`src/ovc_pkg.sv`:
```
// Constants of the clock-protect and regulator control block.
// Assumes a 32-bit AXI4-Lite register bus; each register is one aligned word.
package ovc_pkg;
  localparam int unsigned ADDR_W = 8;
  // Register indices; byte address is four times the index
  localparam logic [5:0] IDX_OSC  = 6'h1A;
  localparam logic [5:0] IDX_CONFIG_PROTECT = 6'h1B;
  localparam logic [5:0] IDX_TEST = 6'h1C;
  localparam logic [5:0] IDX_VREG = 6'h1D;
  localparam logic [5:0] IDX_OSC2 = 6'h1E;
  localparam logic [5:0] IDX_STAT = 6'h1F;
  // Field positions
  localparam int unsigned OSC_ENABLE_BIT = 7;
  localparam int unsigned OSC_RSVD_BIT   = 5;
  localparam int unsigned OSC2_MODE_BIT  = 0;
  localparam int unsigned OSC2_OSC_MONITOR_RESET_ENABLE_BIT  = 1;
  localparam int unsigned VREG_CORE_BIT  = 2;
  localparam int unsigned VREG_EXT_BIT   = 1;
  localparam int unsigned VREG_INT_BIT   = 0;
  localparam int unsigned STAT_LOCK_BIT  = 0;
  localparam int unsigned STAT_UP_BIT    = 1;
  localparam int unsigned STAT_PINS_BIT  = 2;
  localparam int unsigned STAT_VWR_BIT   = 3;
  localparam int unsigned STAT_SPEC_BIT  = 4;
  // Reset values
  localparam logic [7:0] OSC_RST  = 8'h00;
  localparam logic [7:0] OSC2_RST = 8'h00;
  localparam logic [7:0] TEST_RST = 8'h00;
  localparam logic [2:0] VREG_RST = 3'h5;
  localparam logic       CONFIG_PROTECT_RST = 1'b0;
  // Protection key
  localparam logic [7:0] CONFIG_PROTECT_KEY = 8'h26;
  // Bus responses
  localparam logic [1:0] RESP_OKAY   = 2'h0;
  localparam logic [1:0] RESP_SLVERR = 2'h2;
  // Decoded register selector
  typedef enum {
    OVC_SEL_NONE, OVC_SEL_OSC, OVC_SEL_CONFIG_PROTECT, OVC_SEL_TEST,
    OVC_SEL_VREG, OVC_SEL_OSC2, OVC_SEL_STAT
  } ovc_sel_t;
endpackage

```
`src/ovc_top.sv`:
```
// Oscillator enable, configuration protect, factory test and regulator control registers.
// Assumes pll_select comes from logic on core_clk; pins from analog/pad side are synchronised.
// Operation
// - Oscillator writes need unprotected and PLL selected
// - Accepted oscillator write clears lock, stable flags
// - Enable low: oscillator off, reference from RC
// - Enable high: run, monitor, qualify, divided reference
// - Oscillation loss with monitor reset enabled raises reset
// - Enabling dedicates crystal pins until reset
// - Stable flag gates oscillator as clock source
// - Key value clears protect, else sets
// - Protect blocks clock configuration register writes
// - Test register writable only in special mode
// - Regulator register write-once in normal modes
// - Equal transistor selects block regulator write
// - Core domain enable bit drives core supply
// - External transistor select drives io loop
// - Internal transistor select drives io loop
// - Monitor reset enable frozen while oscillator on
module ovc_top
  import ovc_pkg::*;
(
  input  wire logic              core_clk,
  input  wire logic              sys_rst,
  input  wire logic [ADDR_W-1:0] s_axi_awaddr,
  input  wire logic              s_axi_awvalid,
  output logic                   s_axi_awready,
  input  wire logic [31:0]       s_axi_wdata,
  input  wire logic [3:0]        s_axi_wstrb,
  input  wire logic              s_axi_wvalid,
  output logic                   s_axi_wready,
  output logic [1:0]             s_axi_bresp,
  output logic                   s_axi_bvalid,
  input  wire logic              s_axi_bready,
  input  wire logic [ADDR_W-1:0] s_axi_araddr,
  input  wire logic              s_axi_arvalid,
  output logic                   s_axi_arready,
  output logic [31:0]            s_axi_rdata,
  output logic [1:0]             s_axi_rresp,
  output logic                   s_axi_rvalid,
  input  wire logic              s_axi_rready,
  input  wire logic              pll_select,
  input  wire logic              special_mode_pin,
  input  wire logic              osc_good_pin,
  input  wire logic              pll_lock_pin,
  output logic                   osc_power_en,
  output logic                   osc_monitor_en,
  output logic                   osc_qualify_en,
  output logic                   ref_from_osc,
  output logic                   crystal_pins_dedicated,
  output logic                   osc_clk_selectable,
  output logic                   osc_monitor_reset,
  output logic                   osc_full_swing,
  output logic                   config_protect,
  output logic                   core_domain_enable,
  output logic                   ext_transistor_select,
  output logic                   int_transistor_select,
  output logic [7:0]             factory_test_bits
);

  function automatic ovc_sel_t decode(input logic [ADDR_W-1:0] a);
    ovc_sel_t s;
    s = OVC_SEL_NONE;
    if (a[1:0] == 2'h0) begin
      unique case (a[ADDR_W-1:2])
        IDX_OSC:  s = OVC_SEL_OSC;
        IDX_CONFIG_PROTECT: s = OVC_SEL_CONFIG_PROTECT;
        IDX_TEST: s = OVC_SEL_TEST;
        IDX_VREG: s = OVC_SEL_VREG;
        IDX_OSC2: s = OVC_SEL_OSC2;
        IDX_STAT: s = OVC_SEL_STAT;
        default:  s = OVC_SEL_NONE;
      endcase
    end
    return s;
  endfunction

  // Pad-side inputs: two flops each before anything looks at them
  logic [2:0] meta_r;
  logic [2:0] sync_r;
  always_ff @(posedge core_clk) begin
    if (sys_rst) begin
      meta_r <= 3'h0;
      sync_r <= 3'h0;
    end else begin
      meta_r <= {special_mode_pin, osc_good_pin, pll_lock_pin};
      sync_r <= meta_r;
    end
  end
  logic special_s;
  logic good_s;
  logic lock_s;
  assign special_s = sync_r[2];
  assign good_s    = sync_r[1];
  assign lock_s    = sync_r[0];

  logic good_d_r;
  logic lock_d_r;
  always_ff @(posedge core_clk) begin
    if (sys_rst) begin
      good_d_r <= 1'b0;
      lock_d_r <= 1'b0;
    end else begin
      good_d_r <= good_s;
      lock_d_r <= lock_s;
    end
  end

  // Write channel: address and data held independently, taken in either order
  logic [ADDR_W-1:0] aw_addr_r;
  logic              aw_full_r;
  logic [7:0]        w_data_r;
  logic              w_en_r;
  logic              w_full_r;
  logic              wr_fire;
  ovc_sel_t          wr_sel;
  assign wr_fire = aw_full_r && w_full_r && !s_axi_bvalid;
  assign wr_sel  = decode(aw_addr_r);

  always_ff @(posedge core_clk) begin
    if (sys_rst) begin
      aw_full_r     <= 1'b0;
      aw_addr_r     <= '0;
      s_axi_awready <= 1'b1;
    end else if (s_axi_awvalid && s_axi_awready) begin
      aw_full_r     <= 1'b1;
      aw_addr_r     <= s_axi_awaddr;
      s_axi_awready <= 1'b0;
    end else if (s_axi_bvalid && s_axi_bready) begin
      aw_full_r     <= 1'b0;
      s_axi_awready <= 1'b1;
    end
  end

  always_ff @(posedge core_clk) begin
    if (sys_rst) begin
      w_full_r     <= 1'b0;
      w_data_r     <= 8'h00;
      w_en_r       <= 1'b0;
      s_axi_wready <= 1'b1;
    end else if (s_axi_wvalid && s_axi_wready) begin
      w_full_r     <= 1'b1;
      w_data_r     <= s_axi_wdata[7:0];
      w_en_r       <= s_axi_wstrb[0];
      s_axi_wready <= 1'b0;
    end else if (s_axi_bvalid && s_axi_bready) begin
      w_full_r     <= 1'b0;
      s_axi_wready <= 1'b1;
    end
  end

  always_ff @(posedge core_clk) begin
    if (sys_rst) begin
      s_axi_bvalid <= 1'b0;
      s_axi_bresp  <= RESP_OKAY;
    end else if (wr_fire) begin
      s_axi_bvalid <= 1'b1;
      s_axi_bresp  <= (wr_sel == OVC_SEL_NONE) ? RESP_SLVERR : RESP_OKAY;
    end else if (s_axi_bready) begin
      s_axi_bvalid <= 1'b0;
    end
  end

  // Per-register write acceptance; a refused write touches nothing
  logic wr_any;
  logic osc_wr_ok;
  logic osc2_wr_ok;
  logic config_protect_wr;
  logic test_wr_ok;
  logic vreg_wr_ok;
  logic vreg_written_r;
  assign wr_any     = wr_fire && w_en_r;
  assign osc_wr_ok  = wr_any && wr_sel == OVC_SEL_OSC && !config_protect
                      && pll_select;
  assign osc2_wr_ok = wr_any && wr_sel == OVC_SEL_OSC2 && !config_protect
                      && pll_select;
  assign config_protect_wr    = wr_any && wr_sel == OVC_SEL_CONFIG_PROTECT;
  assign test_wr_ok = wr_any && wr_sel == OVC_SEL_TEST && special_s;
  assign vreg_wr_ok = wr_any && wr_sel == OVC_SEL_VREG
                      && (special_s || !vreg_written_r)
                      && (w_data_r[VREG_EXT_BIT] != w_data_r[VREG_INT_BIT]);

  // Key register: any write other than the key re-arms protection
  always_ff @(posedge core_clk) begin
    if (sys_rst) begin
      config_protect <= CONFIG_PROTECT_RST;
    end else if (config_protect_wr) begin
      config_protect <= (w_data_r != CONFIG_PROTECT_KEY);
    end
  end

  logic [7:0] osc_ctrl_r;
  always_ff @(posedge core_clk) begin
    if (sys_rst) begin
      osc_ctrl_r <= OSC_RST;
    end else if (osc_wr_ok) begin
      osc_ctrl_r <= w_data_r;
    end
  end

  logic osc_en;
  assign osc_en = osc_ctrl_r[OSC_ENABLE_BIT];

  // Oscillator mode and monitor reset enable cannot change while it runs
  logic [7:0] osc2_r;
  always_ff @(posedge core_clk) begin
    if (sys_rst) begin
      osc2_r <= OSC2_RST;
    end else if (osc2_wr_ok && !osc_en) begin
      osc2_r <= {6'h00, w_data_r[OSC2_OSC_MONITOR_RESET_ENABLE_BIT], w_data_r[OSC2_MODE_BIT]};
    end
  end

  always_ff @(posedge core_clk) begin
    if (sys_rst) begin
      factory_test_bits <= TEST_RST;
    end else if (test_wr_ok) begin
      factory_test_bits <= w_data_r;
    end
  end

  logic [2:0] vreg_r;
  always_ff @(posedge core_clk) begin
    if (sys_rst) begin
      vreg_r         <= VREG_RST;
      vreg_written_r <= 1'b0;
    end else if (vreg_wr_ok) begin
      vreg_r         <= w_data_r[2:0];
      vreg_written_r <= 1'b1;
    end
  end

  // Status flags: a fresh rising event in the clearing cycle wins
  logic pll_locked_r;
  logic osc_stable_r;
  always_ff @(posedge core_clk) begin
    if (sys_rst) begin
      pll_locked_r <= 1'b0;
      osc_stable_r <= 1'b0;
    end else begin
      pll_locked_r <= (lock_s && !lock_d_r)
                      || (pll_locked_r && lock_s && !osc_wr_ok);
      osc_stable_r <= (osc_en && good_s && !good_d_r)
                      || (osc_stable_r && osc_en && good_s && !osc_wr_ok);
    end
  end

  // Oscillator side effects; the pins stay claimed until reset
  always_ff @(posedge core_clk) begin
    if (sys_rst) begin
      osc_power_en           <= 1'b0;
      osc_monitor_en         <= 1'b0;
      osc_qualify_en         <= 1'b0;
      ref_from_osc           <= 1'b0;
      crystal_pins_dedicated <= 1'b0;
      osc_clk_selectable     <= 1'b0;
      osc_monitor_reset      <= 1'b0;
      osc_full_swing         <= 1'b0;
    end else begin
      osc_power_en           <= osc_en;
      osc_monitor_en         <= osc_en;
      osc_qualify_en         <= osc_en;
      ref_from_osc           <= osc_en;
      crystal_pins_dedicated <= crystal_pins_dedicated || osc_en;
      osc_clk_selectable     <= osc_stable_r;
      osc_monitor_reset      <= osc_en && osc2_r[OSC2_OSC_MONITOR_RESET_ENABLE_BIT]
                                && good_d_r && !good_s;
      osc_full_swing         <= osc2_r[OSC2_MODE_BIT];
    end
  end

  always_ff @(posedge core_clk) begin
    if (sys_rst) begin
      core_domain_enable    <= VREG_RST[VREG_CORE_BIT];
      ext_transistor_select <= VREG_RST[VREG_EXT_BIT];
      int_transistor_select <= VREG_RST[VREG_INT_BIT];
    end else begin
      core_domain_enable    <= vreg_r[VREG_CORE_BIT];
      ext_transistor_select <= vreg_r[VREG_EXT_BIT];
      int_transistor_select <= vreg_r[VREG_INT_BIT];
    end
  end

  // Read channel: one word per request, answered the cycle after it is taken
  logic [7:0] rd_byte;
  ovc_sel_t   rd_sel;
  assign rd_sel = decode(s_axi_araddr);
  always_comb begin
    rd_byte = 8'h00;
    unique case (rd_sel)
      OVC_SEL_OSC:  rd_byte = osc_ctrl_r;
      OVC_SEL_CONFIG_PROTECT: rd_byte = {7'h00, config_protect};
      OVC_SEL_TEST: rd_byte = factory_test_bits;
      OVC_SEL_VREG: rd_byte = {5'h00, vreg_r};
      OVC_SEL_OSC2: rd_byte = osc2_r;
      OVC_SEL_STAT: rd_byte = {3'h0, special_s, vreg_written_r, crystal_pins_dedicated,
                               osc_stable_r, pll_locked_r};
      OVC_SEL_NONE: rd_byte = 8'h00;
    endcase
  end

  always_ff @(posedge core_clk) begin
    if (sys_rst) begin
      s_axi_arready <= 1'b1;
      s_axi_rvalid  <= 1'b0;
      s_axi_rdata   <= 32'h0000_0000;
      s_axi_rresp   <= RESP_OKAY;
    end else if (s_axi_arvalid && s_axi_arready) begin
      s_axi_arready <= 1'b0;
      s_axi_rvalid  <= 1'b1;
      s_axi_rdata   <= {24'h00_0000, rd_byte};
      s_axi_rresp   <= (rd_sel == OVC_SEL_NONE) ? RESP_SLVERR : RESP_OKAY;
    end else if (s_axi_rvalid && s_axi_rready) begin
      s_axi_arready <= 1'b1;
      s_axi_rvalid  <= 1'b0;
    end
  end
endmodule

```
`config.mk`:
```
export PLATFORM = sky130hd
export DESIGN_NAME = ovc_top
export DESIGN_NICKNAME = d
export VERILOG_FILES = /design/src/ovc_pkg.sv /design/src/ovc_top.sv
export SDC_FILE = /design/constraint.sdc
export NUM_CORES = 1
export LEC_CHECK = 0
export BUFFER_PORTS_ARGS = -buffer_cell sky130_fd_sc_hd__clkbuf_2
export CAP_MARGIN = 30
export CELL_PAD_IN_SITES_DETAIL_PLACEMENT = 1
export CELL_PAD_IN_SITES_GLOBAL_PLACEMENT = 1
export CORE_MARGIN = 1
export CORE_UTILIZATION = 32
export DETAILED_ROUTE_END_ITERATION = 8
export GPL_TIMING_DRIVEN = 0
export PLACE_DENSITY_LB_ADDON = 0.2
export SLEW_MARGIN = 40
export SYNTH_ARGS = -nofsm -noshare
export SYNTH_HDL_FRONTEND = slang
export SYNTH_SLANG_ARGS = --single-unit
```
`constraint.sdc`:
```
create_clock -name core_clk -period 1.3 [get_ports core_clk]
set_input_delay 0.13 -clock core_clk [delete_from_list [all_inputs] [get_ports core_clk]]
set_output_delay 0.13 -clock core_clk [all_outputs]
set_load 0.05 [all_outputs]
```
# Word-level counts from Yosys, hierarchy flattened
# Cells that the tools add are included.
dict set report totals {
  regBits 77
  in_bits 63
  output_inout_bits 61
  elab_cells 130
}
dict set report classes {
  eq_ne 25
  n_mux 19
  reduce_logical 53
}
# cell count
set op_table {}
lappend op_table {{32-bit by 3-bit == test with 1-bit output, second input constant} 5}
lappend op_table {{32-bit by 2-bit == test with 1-bit output, second input constant} 3}
lappend op_table {{32-bit zero test} 3}
lappend op_table {{6-bit by 5-bit == test with 1-bit output, second input constant} 12}
lappend op_table {{32-bit by 4-bit == test with 1-bit output, second input constant} 2}
lappend op_table {{8-bit one-hot mux with 7 select lines} 1}
lappend op_table {{3-bit one-hot mux with 6 select lines} 2}
lappend op_table {{32-bit by 1-bit == test with 1-bit output, second input constant} 1}
lappend op_table {{1-bit logical AND} 32}
lappend op_table {{1-bit 2-to-1 mux} 12}
lappend op_table {{1-bit zero test} 8}
lappend op_table {{8-bit by 6-bit != test with 1-bit output, second input constant} 1}
lappend op_table {{2-bit nonzero test} 4}
lappend op_table {{3-bit 2-to-1 mux} 2}
lappend op_table {{2-bit zero test} 2}
lappend op_table {{1-bit logical OR} 4}
lappend op_table {{2-bit 2-to-1 mux} 2}
lappend op_table {{1-bit != test} 1}

# Longest topological paths before layout
# Gate-level depths: netlist of run 1.
dict set report depth {
  ltp_word 10
  depth_mapped 7
  ltp_nobuf 7
}

# Least setup slack after synthesis of run 1
# OpenSTA, ideal clock, no wires.
dict set report synth_timing {
  kind {register -> register}
  startpoint {register s_axi_bvalid}
  endpoint {register osc_ctrl_r[7]}
  setup_time_ns 0.128
  arrival_ns 1.537
  t_required_ns 1.172
  setup_slack_ns -0.365
  stages_incl_launch_ff 6
  n_path_buf 1
  synth_period_minus_slack_ns 1.665
  cell_sequence {dfxtp_1 nor2_1 nand4_1 buf_2 mux2i_1 nor2_1}
}
dict set report synth_between {
  elab_chain_cells 6
}
# element line_no
set synth_lines {}
lappend synth_lines {{start, declared} ovc_top.sv:33} ;# output logic s_axi_bvalid,
lappend synth_lines {{start signal, assigned} ovc_top.sv:154} ;# s_axi_bvalid <= 1'b0;
lappend synth_lines {{start signal, assigned} ovc_top.sv:157} ;# s_axi_bvalid <= 1'b1;
lappend synth_lines {{start signal, assigned} ovc_top.sv:160} ;# s_axi_bvalid <= 1'b0;
lappend synth_lines {{1-bit zero test} ovc_top.sv:117} ;# assign wr_fire = aw_full_r && w_full_r && !s_axi_bvalid;
lappend synth_lines {{1-bit logical AND} ovc_top.sv:117}
lappend synth_lines {{1-bit logical AND} ovc_top.sv:172} ;# assign wr_any = wr_fire && w_en_r;
lappend synth_lines {{1-bit logical AND (2 in series)} ovc_top.sv:173} ;# assign osc_wr_ok = wr_any && wr_sel == OVC_SEL_OSC && !config_protect
lappend synth_lines {{1-bit logical AND} ovc_top.sv:174} ;# && pll_select;
lappend synth_lines {{end signal, assigned} ovc_top.sv:197} ;# osc_ctrl_r <= w_data_r;
lappend synth_lines {{end, declared} ovc_top.sv:192} ;# logic [7:0] osc_ctrl_r;
# No other way between the ends.
# A chain may end at the register's enable or synchronous reset.

# Worst setup path in the final report of run 1
dict set report layout_timing {
  startpoint {register aw_addr_r[0]}
  endpoint {register osc_ctrl_r[7]}
}
dict set report layout_between {
  elab_chain_cells 6
}
# element line_no
set layout_lines {}
lappend layout_lines {{start, declared} ovc_top.sv:110} ;# logic [ADDR_W-1:0] aw_addr_r;
lappend layout_lines {{start signal, assigned} ovc_top.sv:127} ;# aw_addr_r <= s_axi_awaddr;
lappend layout_lines {{2-bit zero test} ovc_top.sv:64} ;# if (a[1:0] == 2'h0) begin
lappend layout_lines {{3-bit 2-to-1 mux} ovc_top.sv:64}
lappend layout_lines {{32-bit by 2-bit == test with 1-bit output} ovc_top.sv:173}
lappend layout_lines {{1-bit logical AND (2 in series)} ovc_top.sv:173}
lappend layout_lines {{1-bit logical AND} ovc_top.sv:174}
# No other way between the ends.

==> key figures, run 1 <==
Floorplanning
  – Rows: 36
  – Die Y-Extent: 102 um
  – Starting Density: 32.9%
  – Die area: 10500 sq um
  – Core area: 9770 sq um
  – Io pins: 124
  – Die width: 102 um

Power
  – Gate power share: 14.0%
  – Leak: 2.02 nW
  – Peak supply drop: 510 uV
  – Cell Int Power: 0.00359 W
  – Net Sw Power: 0.00138 W
  – Switching portion of total power: 27.8%
  – Pwr Density: 1150 nW/um^2
  – Overall Power: 0.00497 W
  – Seq pwr share: 48.9%
  – Clk pwr share: 37.1%

Drt
  – Drt wl/cell: 14.1 um
  – Residual DRC count: 0
  – DR WL met2: 4140 um
  – Vias/cell: 4.61
  – DRT Pass-1 Iters: 4
  – Routed via count: 2854
  – WL met3: 382 um
  – Top sig layer: met4
  – Initial DRC count: 63
  – Met1 WL: 4120 um
  – Overall routed net length: 8740 um
  – Final ANT Viol Nets: 0

Min path
  – Worst Hold Path Cells: 3
  – HP Class: primary input to flip-flop

Outcome
  – Outcome: complete, but fails checks
  – Violated checks: setup timing

Timing
  – Setup WS post-layout: -0.225 ns
  – Peak Freq: 656 MHz
  – Fin. max-slew vios: 0
  – Final Cycle Share: 117%
  – Worst clock skew: 0.0116 ns
  – Worst rel slew slack: 66.2%
  – Final min period: 1.52 ns
  – Hold Worst Slack: 0.00653 ns
  – Final Hold Viols: 0
  – Setup violations, final: 25
  – RSZ-0062 raised after global routing: yes
  – Slew of the pin with the lowest slew margin: 0.508 ns

Clocking
  – CTS root buf: clkbuf_8
  – Clock Path Buffers: 2
  – CTS Buf Count: 9
  – Clk pin slew, worst setup/hold paths: 0.08 ns
  – Htree depth: 3
  – Worst skew pair latency: 0.35 ns
  – TritonCTS clock tree: yes
  – Clock sinks: 75

Worst setup path
  – Worst-path maximum fanout: 5
  – Critical Path RT: 1.54 ns
  – Reg2Reg Depth: 6
  – Crit path capture type: flip-flop
  – Worst setup SP type: flip-flop
  – Crit path DAT: 1.76 ns
  – WS Path Type: flip-flop to flip-flop

Logic synthesis
  – Synth Cell Area: 3220 sq um
  – Ys Warns: 0
  – Yosys reg bits: 75
  – Post-Synthesis Cells: 359
  – Most used DFF post-synth: dfxtp_1
  – Sequential fraction of the synthesis area: 46.7%
  – Cell taking the most area after synthesis: dfxtp_1
  – Synth top cells by count: dfxtp_1, nand2_1, nor2_1, a21oi_1, buf_4
  – Post-synth top area share: 46.7%
  – Number of flops mapped to enable cells by yosys: 0
  – Async set-reset flop share out of synthesis: 0%
  – Cell variety after synth: 58
  – Avg Inst Size Synth: 8.96 sq um
  – Top post-synthesis cells by area: dfxtp_1, buf_4, mux2i_1
  – Most common cell in the netlist: dfxtp_1

Final layout
  – Layout area overhead: 34.3%
  – Number of fillers in the final layout: 1204
  – # nets final: 545
  – Final core utilization: 44.2%
  – Register area: 1520 sq um
  – Number of diodes: 0
  – Final Non-Filler Cells: 619
  – Share of layout cells above drive strength 1: 34.6%
  – Area of the multi-input gates: 1600 sq um

Global route
  – Initial antenna violation count: 0
  – Largest net degree at the start of global routing: 14
  – Total grt overflow: 0
  – Total GRT Usage: 17.5%
  – Vias in the first global route: 2732
  – First-pass GRT wire length: 13800 um

Place
  – Port buffer count: 68
  – Placed cell count: 585
  – HPWL after DPL: 6510 um
  – DP Worst Slack: -0.500 ns
  – Gpl congestion: 0.792

Run
  – # Max-Cap Violations: 0
-- final timing paths --
check / slack [ns] / to / start
worst max-delay path: -0.22 / osc_ctrl_r[7]$_SDFFE_PP0N_ / aw_addr_r[0]$_SDFFE_PP0P_
worst min-delay path: 0.007 / w_data_r[5]$_SDFFE_PP0P_ / s_axi_wdata[5]
worst max register to register: -0.22 / osc_ctrl_r[7]$_SDFFE_PP0N_ / aw_addr_r[0]$_SDFFE_PP0P_
worst min register to register: 0.42 / pll_locked_r$_SDFF_PP0_ / lock_d_r$_SDFF_PP0_
-- sequential cells by signal, indices dropped and copies added (netlist names), 2 cells and up --
| name | cells |
|---|---|
| aw_addr_r | 8 |
| factory_test_bits | 8 |
| meta_r | 3 |
| osc2_r | 2 |
| osc_ctrl_r | 8 |
| s_axi_rdata | 8 |
| sync_r | 3 |
| vreg_r | 3 |
| w_data_r | 8 |
-- through the flow --
stage / TNS (ns) / cell area, sq um
global route: -5.57 / 4320
global placement: -19.64 / 3860
floorplan: -2.23 / 3360
detailed placement: -20.54 / 3860
CTS: -3.85 / 4240
finish: -3.22 / 4320
-- logic make-up (layout without fill, tap and decap cells) --
family	Yosys count	after routing	synth area share, %
other	1	26	0.117
flip-flops	75	75	46.7
AND/OR/NAND/NOR	144	144	22.8
adder cells (fa/ha/maj)	1	1	0.389
XOR/XNOR	1	1	0.272
multiplexers	20	20	6.22
buffers and inverters	47	149	9.14
AO/OA/AOI/OAI	70	70	14.4
-- worst max-delay path: stages (launching register included) --
cell     delay [ns]
dfxtp_2        0.34
nor4_4         0.27
buf_6          0.15
nand4_1        0.18
buf_6          0.21
mux2i_2        0.18
nor2_1         0.07
-- layout make-up --
cell class                      instances  area share, %
Tap cell                              133           3.85
Inverter                                5          0.434
Clock buffer                           12           3.59
Multi-Input combinational cell        262           36.9
Clock inverter                          4           1.16
Sequential cell                        75           35.2
Buffer                                 41           6.72
Timing Repair Buffer                   87           12.1
-- cells in the final DEF, fill, tap and decap left out, drive strengths merged, types with 4 or more instances in the layout --
cell         count
a21oi           30
a22oi            4
and2             5
buf             47
clkbuf          83
conb            26
dfxtp           75
dlygate4sd3     10
inv              5
mux2i           20
nand2           52
nand4            6
nor2            41
nor2b           15
nor3             5
o21ai            7
-- metal layers --
| layer | vias to the layer above | GRT usage, % |
|---|---|---|
| met3 | 9 | 4.24 |
| li1 | 1413 | - |
| met4 | 0 | 4.62 |
| met1 | 1367 | 22.8 |
| met2 | 65 | 29.0 |
| met5 | - | 0 |
-- power by group through the flow --
stage | clock network [W] | logic, W | registers [W]
2_1_floorplan | 0 | 0.000435 | 0.00253
3_3_place_gp | 0 | 0.000636 | 0.00248
3_5_place_dp | 0 | 0.000646 | 0.00248
4_1_cts | 0.00190 | 0.000683 | 0.00243
5_1_grt | 0.00199 | 0.000758 | 0.00244
6_report | 0.00185 | 0.000695 | 0.00243
-- repair_timing --
item                                   4_1_cts  5_1_grt
pin swaps                                    1       12
setup endpoints to repair                   46       51
endpoints found under the hold margin        9        1
buffers inserted                             4        4
gates cloned                                 0        1
gates resized for setup                     13       19
hold buffers                                 9        1
Power figures use the tool's default switching activity.
==> run 2: changes to the inputs <==
==> constraint.sdc (replaced) <==
create_clock -name core_clk -period 1.3 [get_ports core_clk]
set_input_delay 0.13 -clock core_clk [delete_from_list [all_inputs] [get_ports core_clk]]
set_output_delay 0.13 -clock core_clk [all_outputs]
set_load 0.02 [all_outputs]
==> run 2 against run 1 <==
  * The run still ends with setup timing left
  * Highest routed layer unchanged
  * Count of clock-buffer cells in the layout shrank 2
  * Cell count up 0.16%
  * Fmax is 5.8% higher
  * Worst setup slack better by 0.084 ns
  * Register-to-register slack better by 0.08 ns
  * First-iteration DRC count up 7.9%
  * Utilization is 0.29 points higher
  * Via count up 1.0%
  * Hold slack better by 0.0039 ns
  * Largest power group unchanged
  * Routed wire length rose by 0.73%
==> key figures, run 2 (synthesized netlist as in run 1, its figures left out) <==
Final layout
  – Most frequent cells in the layout: dfxtp_1, clkbuf_2, nand2_1, nor2_1, buf_4 (was clkbuf_2, dfxtp_1, nand2_1, nor2_1, buf_4)
  – Layout area overhead: 35.2% (was 34.3%)
  – Leading cell type in the layout, fill and taps excluded: dfxtp_1 (was clkbuf_2)
  – Fin area: 4350 sq um (was 4320 sq um)
  – # nets final: 546 (was 545)
  – Number of diodes: 0 (unchanged)
  – Share of layout cells above drive strength 1: 31.8% (was 34.6%)

Outcome
  – Violated checks: setup timing (unchanged)
  – Outcome: complete, but fails checks (unchanged)

Worst setup path
  – R2R Path Start: aw_addr_r[0]$_SDFFE_PP0P_ (unchanged)
  – Critical Path RT: 1.55 ns (was 1.54 ns)
  – Crit path capture type: flip-flop (unchanged)
  – Reg2reg setup slack: -0.14 ns (was -0.22 ns)
  – R2r endpoint: vreg_r[2]$_SDFFE_PP1P_ (was osc_ctrl_r[7]$_SDFFE_PP0N_)
  – Crit path cell chain: nor4_4 -> buf_4 -> buf_4 -> nand4_4 -> a211o_1 (was nor4_4 -> buf_6 -> nand4_1 -> buf_6 -> mux2i_2 -> nor2_1)
  – Crit path DAT: 1.69 ns (was 1.76 ns)
  – Reg2Reg Depth: 5 (was 6)
  – WS Path Type: flip-flop to flip-flop (unchanged)
  – Worst-path maximum fanout: 6 (was 5)
  – CP max-delay cell: dfxtp_2 (unchanged)
  – Slowest stage delay, CP: 0.34 ns (about the same)
  – Worst setup SP type: flip-flop (unchanged)
  – Most common cell on crit path: buf_4 (was buf_6)

Power
  – Pwr Density: 1190 nW/um^2 (was 1150 nW/um^2)
  – Gate power share: 10.8% (was 14.0%)
  – Seq pwr share: 47.1% (was 48.9%)
  – Switching portion of total power: 24.8% (was 27.8%)
  – Net Sw Power: 0.00128 W (was 0.00138 W)
  – Clk pwr share: 42.2% (was 37.1%)
  – Cell Int Power: 0.00388 W (was 0.00359 W)
  – Peak supply drop: 578 uV (was 510 uV)
  – Leak: 2.03 nW (was 2.02 nW)

Timing
  – RSZ-0062 raised after global routing: yes (unchanged)
  – Setup WS post-layout: -0.141 ns (was -0.225 ns)
  – Worst rel slew slack: 58.7% (was 66.2%)
  – Final Hold Viols: 0 (unchanged)
  – Peak Freq: 694 MHz (was 656 MHz)
  – Slew of the pin with the lowest slew margin: 0.620 ns (was 0.508 ns)
  – Fin. max-slew vios: 0 (unchanged)
  – Worst clock skew: 0.0100 ns (was 0.0116 ns)
  – Final min period: 1.44 ns (was 1.52 ns)
  – Setup_tns: -2.23 ns (was -3.22 ns)
  – Setup violations, final: 23 (was 25)
  – Final Cycle Share: 111% (was 117%)
  – Hold Worst Slack: 0.0105 ns (was 0.00653 ns)

Place
  – Dpl cell area: 3850 sq um (was 3860 sq um)
  – Port buffer count: 68 (unchanged)
  – Gpl congestion: 0.790 (was 0.792)
  – HPWL after DPL: 6710 um (was 6510 um)
  – DP Worst Slack: -0.489 ns (was -0.500 ns)

Min path
  – Hold Path Origin: special_mode_pin (was s_axi_wdata[5])
  – Hold Path Sink: meta_r[2]$_SDFF_PP0_ (was w_data_r[5]$_SDFFE_PP0P_)
  – HP Class: primary input to flip-flop (unchanged)
  – Worst Hold Path Cells: 2 (was 3)

Global route
  – Largest net degree at the start of global routing: 14 (unchanged)
  – First-pass GRT wire length: 14300 um (was 13800 um)
  – Initial antenna violation count: 0 (unchanged)
  – Total GRT Usage: 18.3% (was 17.5%)
  – Total grt overflow: 0 (unchanged)
  – Vias in the first global route: 2815 (was 2732)

Clocking
  – TritonCTS clock tree: yes (unchanged)
  – CTS root buf: clkbuf_8 (unchanged)
  – Clk pin slew, worst setup/hold paths: 0.08 ns (about the same)
  – Clock sinks: 75 (unchanged)
  – CTS Buf Count: 9 (unchanged)
  – Clock Path Buffers: 2 (unchanged)
  – Worst skew pair latency: 0.36 ns (was 0.35 ns)
  – Htree depth: 3 (unchanged)

Drt
  – DRT Pass-1 Iters: 4 (unchanged)
  – Vias/cell: 4.65 (was 4.61)
  – Overall routed net length: 8800 um (was 8740 um)
  – Residual DRC count: 0 (unchanged)
  – Final ANT Viol Nets: 0 (unchanged)
  – Initial DRC count: 68 (was 63)
  – Drt wl/cell: 14.2 um (was 14.1 um)
  – Routed via count: 2883 (was 2854)

Floorplanning
  – Die area: 10500 sq um (unchanged)
  – Starting Density: 32.9% (unchanged)
  – Die Y-Extent: 102 um (unchanged)
  – Io pins: 124 (unchanged)
  – Die width: 102 um (unchanged)
  – Rows: 36 (unchanged)
  – Core area: 9770 sq um (unchanged)

Run
  – # Max-Cap Violations: 0 (unchanged)
-- run 2: cell count changes in the layout (fill, tap and decap cells not counted), sizes merged --
| cell | before | now |
|---|---|---|
| dlygate4sd3 | 10 | 17 |
| buf | 47 | 40 |
| bufinv | 1 | 3 |
| clkbuf | 83 | 82 |
-- run 2: worst max path at each step --
stage | start | endpoint | slack (ns)
2_1_floorplan | aw_addr_r[0]$_SDFFE_PP0P_ | osc_ctrl_r[7]$_SDFFE_PP0N_ | -0.13
3_3_place_gp | sys_rst | w_en_r$_SDFFE_PP0P_ | -0.45
3_5_place_dp | sys_rst | vreg_r[1]$_SDFFE_PP0P_ | -0.49
4_1_cts | aw_addr_r[6]$_SDFFE_PP0P_ | vreg_r[2]$_SDFFE_PP1P_ | -0.20
5_1_grt | aw_addr_r[0]$_SDFFE_PP0P_ | factory_test_bits[7]$_SDFFE_PP0P_ | -0.23
6_report | aw_addr_r[0]$_SDFFE_PP0P_ | vreg_r[2]$_SDFFE_PP1P_ | -0.14
-- run 2: power by group through the flow --
stage	registers (W)	clock network (W)	logic [W]
global placement	0.00248	0	0.000497
floorplan	0.00248	0	0.000336
finish	0.00243	0.00218	0.000555
global route	0.00244	0.00234	0.000615
detailed placement	0.00248	0	0.000508
CTS	0.00243	0.00223	0.000553
-- run 2: layout make-up --
cell class,count,area [sq um]
Fill cell,1179,5420
Clock buffer,10,128
Multi-Input combinational cell,262,1590
Buffer,39,274
Sequential cell,75,1510
Tap cell,133,166
Inverter,5,18.8
Clock inverter,6,114
Timing Repair Buffer,90,552
-- run 2: what timing repair did --
action	CTS	global route
hold buffers	17	0
pin swaps	2	3
resized for setup	11	10
endpoints found under the setup margin	47	39
hold endpoints to repair	17	0
setup buffers	4	1
-- run 2: through the flow --
| stage | power (W) | utilization (%) | std cells |
|---|---|---|---|
| finish | 0.00516 | 44.5 | 620 |
| detailed placement | 0.00299 | 39.4 | 585 |
| global placement | 0.00298 | 39.4 | 585 |
| global route | 0.00540 | 44.5 | 620 |
| CTS | 0.00521 | 44.2 | 621 |
| floorplan | 0.00282 | - | 384 |
-- run 2: metal layers --
layer,track usage (%),up-vias,wire [um]
li1,-,1427,-
met1,22.9,1381,4080
met2,30.8,65,4230
met3,4.58,10,385
met4,5.93,0,113
met5,0,-,0
-- run 2: worst max-delay path: cells and delay by family (launching register included) --
kind / cells / cell delay [ns]
compound gates: 1 / 0.29
buf+inv: 2 / 0.31
simple gates: 2 / 0.40
flops: 1 / 0.34
==> run 3: changes to the inputs <==
- CORE_UTILIZATION: 32 -> 38
- clock period: 1.3 -> 1.8 ns (I/O delays scaled with it)
==> run 3 against run 2 <==
  * The run now ends clean
  * Clock power down 34%
  * Count of clock-buffer cells in the layout fell by 1
  * Non-clock buffer count fell by 18
  * Critical path depth increased by 2
  * Die area shrank 15%
  * Sequential cell count unchanged
  * Global-route usage increased by 2.4 points
  * Cell count decreased by 7.4%
  * Routed wire length fell by 4.5%
  * Critical endpoint is now osc_ctrl_r[0]$_SDFFE_PP0N_
==> key figures, run 3 (synthesized netlist as in run 1, its figures left out) <==
Outcome
  – Outcome: completed (was complete, but fails checks)

Drt
  – Top sig layer: met4 (unchanged)
  – WL met3: 378 um (was 385 um)
  – Final ANT Viol Nets: 0 (unchanged)
  – DR WL met2: 4180 um (was 4230 um)
  – Vias/cell: 4.86 (was 4.65)
  – Met1 WL: 3740 um (was 4080 um)
  – Initial DRC count: 142 (was 68)
  – DRT Pass-1 Iters: 4 (unchanged)
  – Residual DRC count: 0 (unchanged)
  – Drt wl/cell: 14.6 um (was 14.2 um)
  – Routed via count: 2788 (was 2883)
  – Overall routed net length: 8410 um (was 8800 um)

Power
  – Seq pwr share: 49.2% (was 47.1%)
  – Leak: 1.90 nW (was 2.03 nW)
  – Net Sw Power: 0.000922 W (was 0.00128 W)
  – Cell Int Power: 0.00264 W (was 0.00388 W)
  – Pwr Density: 883 nW/um^2 (was 1190 nW/um^2)
  – Overall Power: 0.00356 W (was 0.00516 W)
  – Switching portion of total power: 25.9% (was 24.8%)
  – Gate power share: 10.2% (was 10.8%)
  – Peak supply drop: 416 uV (was 578 uV)
  – Clk pwr share: 40.6% (was 42.2%)

Global route
  – Largest net degree at the start of global routing: 15 (was 14)
  – Vias in the first global route: 2770 (was 2815)
  – First-pass GRT wire length: 13700 um (was 14300 um)
  – Initial antenna violation count: 0 (unchanged)
  – Total GRT Usage: 20.7% (was 18.3%)
  – Total grt overflow: 0 (unchanged)

Place
  – Dpl cell area: 3780 sq um (was 3850 sq um)
  – Port buffer count: 68 (unchanged)
  – Gpl congestion: 0.837 (was 0.790)
  – HPWL after DPL: 6510 um (was 6710 um)
  – DP Worst Slack: -0.0598 ns (was -0.489 ns)

Timing
  – Peak Freq: 611 MHz (was 694 MHz)
  – Final min period: 1.64 ns (was 1.44 ns)
  – Worst clock skew: 0.00772 ns (was 0.0100 ns)
  – Final Hold Viols: 0 (unchanged)
  – Final Cycle Share: 91.0% (was 111%)
  – Fin. max-slew vios: 0 (unchanged)
  – Worst rel slew slack: 60.2% (was 58.7%)
  – Setup violations, final: 0 (was 23)
  – RSZ-0062 raised after global routing: yes (unchanged)
  – Slew of the pin with the lowest slew margin: 0.597 ns (was 0.620 ns)
  – Setup WS post-layout: 0.162 ns (was -0.141 ns)

Worst setup path
  – Critical Path RT: 2.03 ns (was 1.55 ns)
  – Worst setup SP type: flip-flop (unchanged)
  – Crit path capture type: flip-flop (unchanged)
  – Critical Path End: osc_ctrl_r[0]$_SDFFE_PP0N_ (was vreg_r[2]$_SDFFE_PP1P_)
  – R2R Path Start: aw_addr_r[6]$_SDFFE_PP0P_ (was aw_addr_r[0]$_SDFFE_PP0P_)
  – Reg2reg setup slack: 0.16 ns (was -0.14 ns)
  – Worst-path maximum fanout: 10 (was 6)
  – Crit path DAT: 1.86 ns (was 1.69 ns)
  – WS Path Type: flip-flop to flip-flop (unchanged)
  – R2r endpoint: osc_ctrl_r[0]$_SDFFE_PP0N_ (was vreg_r[2]$_SDFFE_PP1P_)
  – Reg2Reg Depth: 7 (was 5)
  – Worst setup startpoint: aw_addr_r[6]$_SDFFE_PP0P_ (was aw_addr_r[0]$_SDFFE_PP0P_)

Final layout
  – Number of diodes: 0 (unchanged)
  – Leading cell type in the layout, fill and taps excluded: dfxtp_1 (unchanged)
  – # nets final: 528 (was 546)
  – Final core utilization: 49.1% (was 44.5%)
  – Fin area: 4030 sq um (was 4350 sq um)
  – Most frequent cells in the layout: dfxtp_1, clkbuf_2, nand2_1, nor2_1 (was dfxtp_1, clkbuf_2, nand2_1, nor2_1, buf_4)
  – Number of fillers in the final layout: 1025 (was 1179)
  – Share of layout cells above drive strength 1: 28.6% (was 31.8%)
  – Layout area overhead: 25.3% (was 35.2%)

Floorplanning
  – Core area: 8220 sq um (was 9770 sq um)
  – Rows: 33 (was 36)
  – Die Y-Extent: 94.0 um (was 102 um)
  – Die area: 8840 sq um (was 10500 sq um)
  – Starting Density: 39.2% (was 32.9%)
  – Io pins: 124 (unchanged)
  – Die width: 94.0 um (was 102 um)

Clocking
  – CTS Buf Count: 9 (unchanged)
  – CTS root buf: clkbuf_8 (unchanged)
  – Clock sinks: 75 (unchanged)
  – TritonCTS clock tree: yes (unchanged)
  – Htree depth: 3 (unchanged)
  – Clock Path Buffers: 2 (unchanged)
  – Worst skew pair latency: 0.35 ns (was 0.36 ns)
  – Clk pin slew, worst setup/hold paths: 0.08 ns (about the same)

Min path
  – HP Class: primary input to flip-flop (unchanged)

Run
  – # Max-Cap Violations: 0 (unchanged)
-- run 3: cell count changes in the layout (fill, tap and decap cells not counted), moves of 3 or more --
cell           previous run  this run
buf_1                     1         4
buf_4                    33        30
dfxtp_1                  69        73
dfxtp_2                   5         2
dlygate4sd3_1            17         0
-- run 3: through the flow --
step	setup TNS (ns)	hold slack [ns]	instances
5_1_grt	-0.00321	0.0268	574
3_5_place_dp	-1.05	0.401	557
6_report	0	0.0389	574
4_1_cts	0	0.0277	573
2_1_floorplan	0	0.308	384
3_3_place_gp	-1.21	0.397	557
-- run 3: timing repair --
item,4_1_cts,5_1_grt
setup buffers,0,1
hold buffers,0,0
setup endpoints to repair,0,16
gates resized for setup,0,5
-- run 3: worst min path at each step --
| stage | start | end | cells past startpoint |
|---|---|---|---|
| after floorplan | pll_lock_pin | meta_r[0]$_SDFF_PP0_ | 1 |
| after global placement | osc_good_pin | meta_r[1]$_SDFF_PP0_ | 2 |
| after detailed placement | special_mode_pin | meta_r[2]$_SDFF_PP0_ | 2 |
| after CTS | special_mode_pin | meta_r[2]$_SDFF_PP0_ | 2 |
| after global routing | pll_lock_pin | meta_r[0]$_SDFF_PP0_ | 2 |
| final | osc_good_pin | meta_r[1]$_SDFF_PP0_ | 2 |
-- run 3: critical path, cell delays in order, from the launching register on --
cell     delay [ns]
dfxtp_1        0.34
nand2_1        0.09
nor4_4         0.26
buf_4          0.20
nand4_1        0.09
buf_2          0.26
mux2i_1        0.21
nor2_1         0.05
-- run 3: routing by layer --
metal | vias to the layer above | track usage [%]
met5 | - | 0
met4 | 0 | 6.92
met3 | 9 | 4.94
met2 | 73 | 33.6
met1 | 1320 | 26.7
li1 | 1386 | -
-- run 3: cell type report --
| class | instances | area [sq um] | area share (%) |
|---|---|---|---|
| multi-input cells | 262 | 1530 | 38.0 |
| flip-flops and latches | 75 | 1500 | 37.3 |
| repair buffers | 69 | 348 | 8.63 |
| plain buffers | 42 | 275 | 6.83 |
| well taps | 105 | 131 | 3.26 |
| clock buffers | 9 | 124 | 3.07 |
| clock inverters | 7 | 98.8 | 2.45 |
| inverters | 5 | 18.8 | 0.466 |
-- run 3: power groups by stage --
stage / clock (W) / sequential, W / combinational (W)
after CTS: 0.00148 / 0.00175 / 0.000363
final: 0.00144 / 0.00175 / 0.000363
after global placement: 0 / 0.00179 / 0.000353
after global routing: 0.00156 / 0.00176 / 0.000402
after detailed placement: 0 / 0.00179 / 0.000362
after floorplan: 0 / 0.00179 / 0.000240
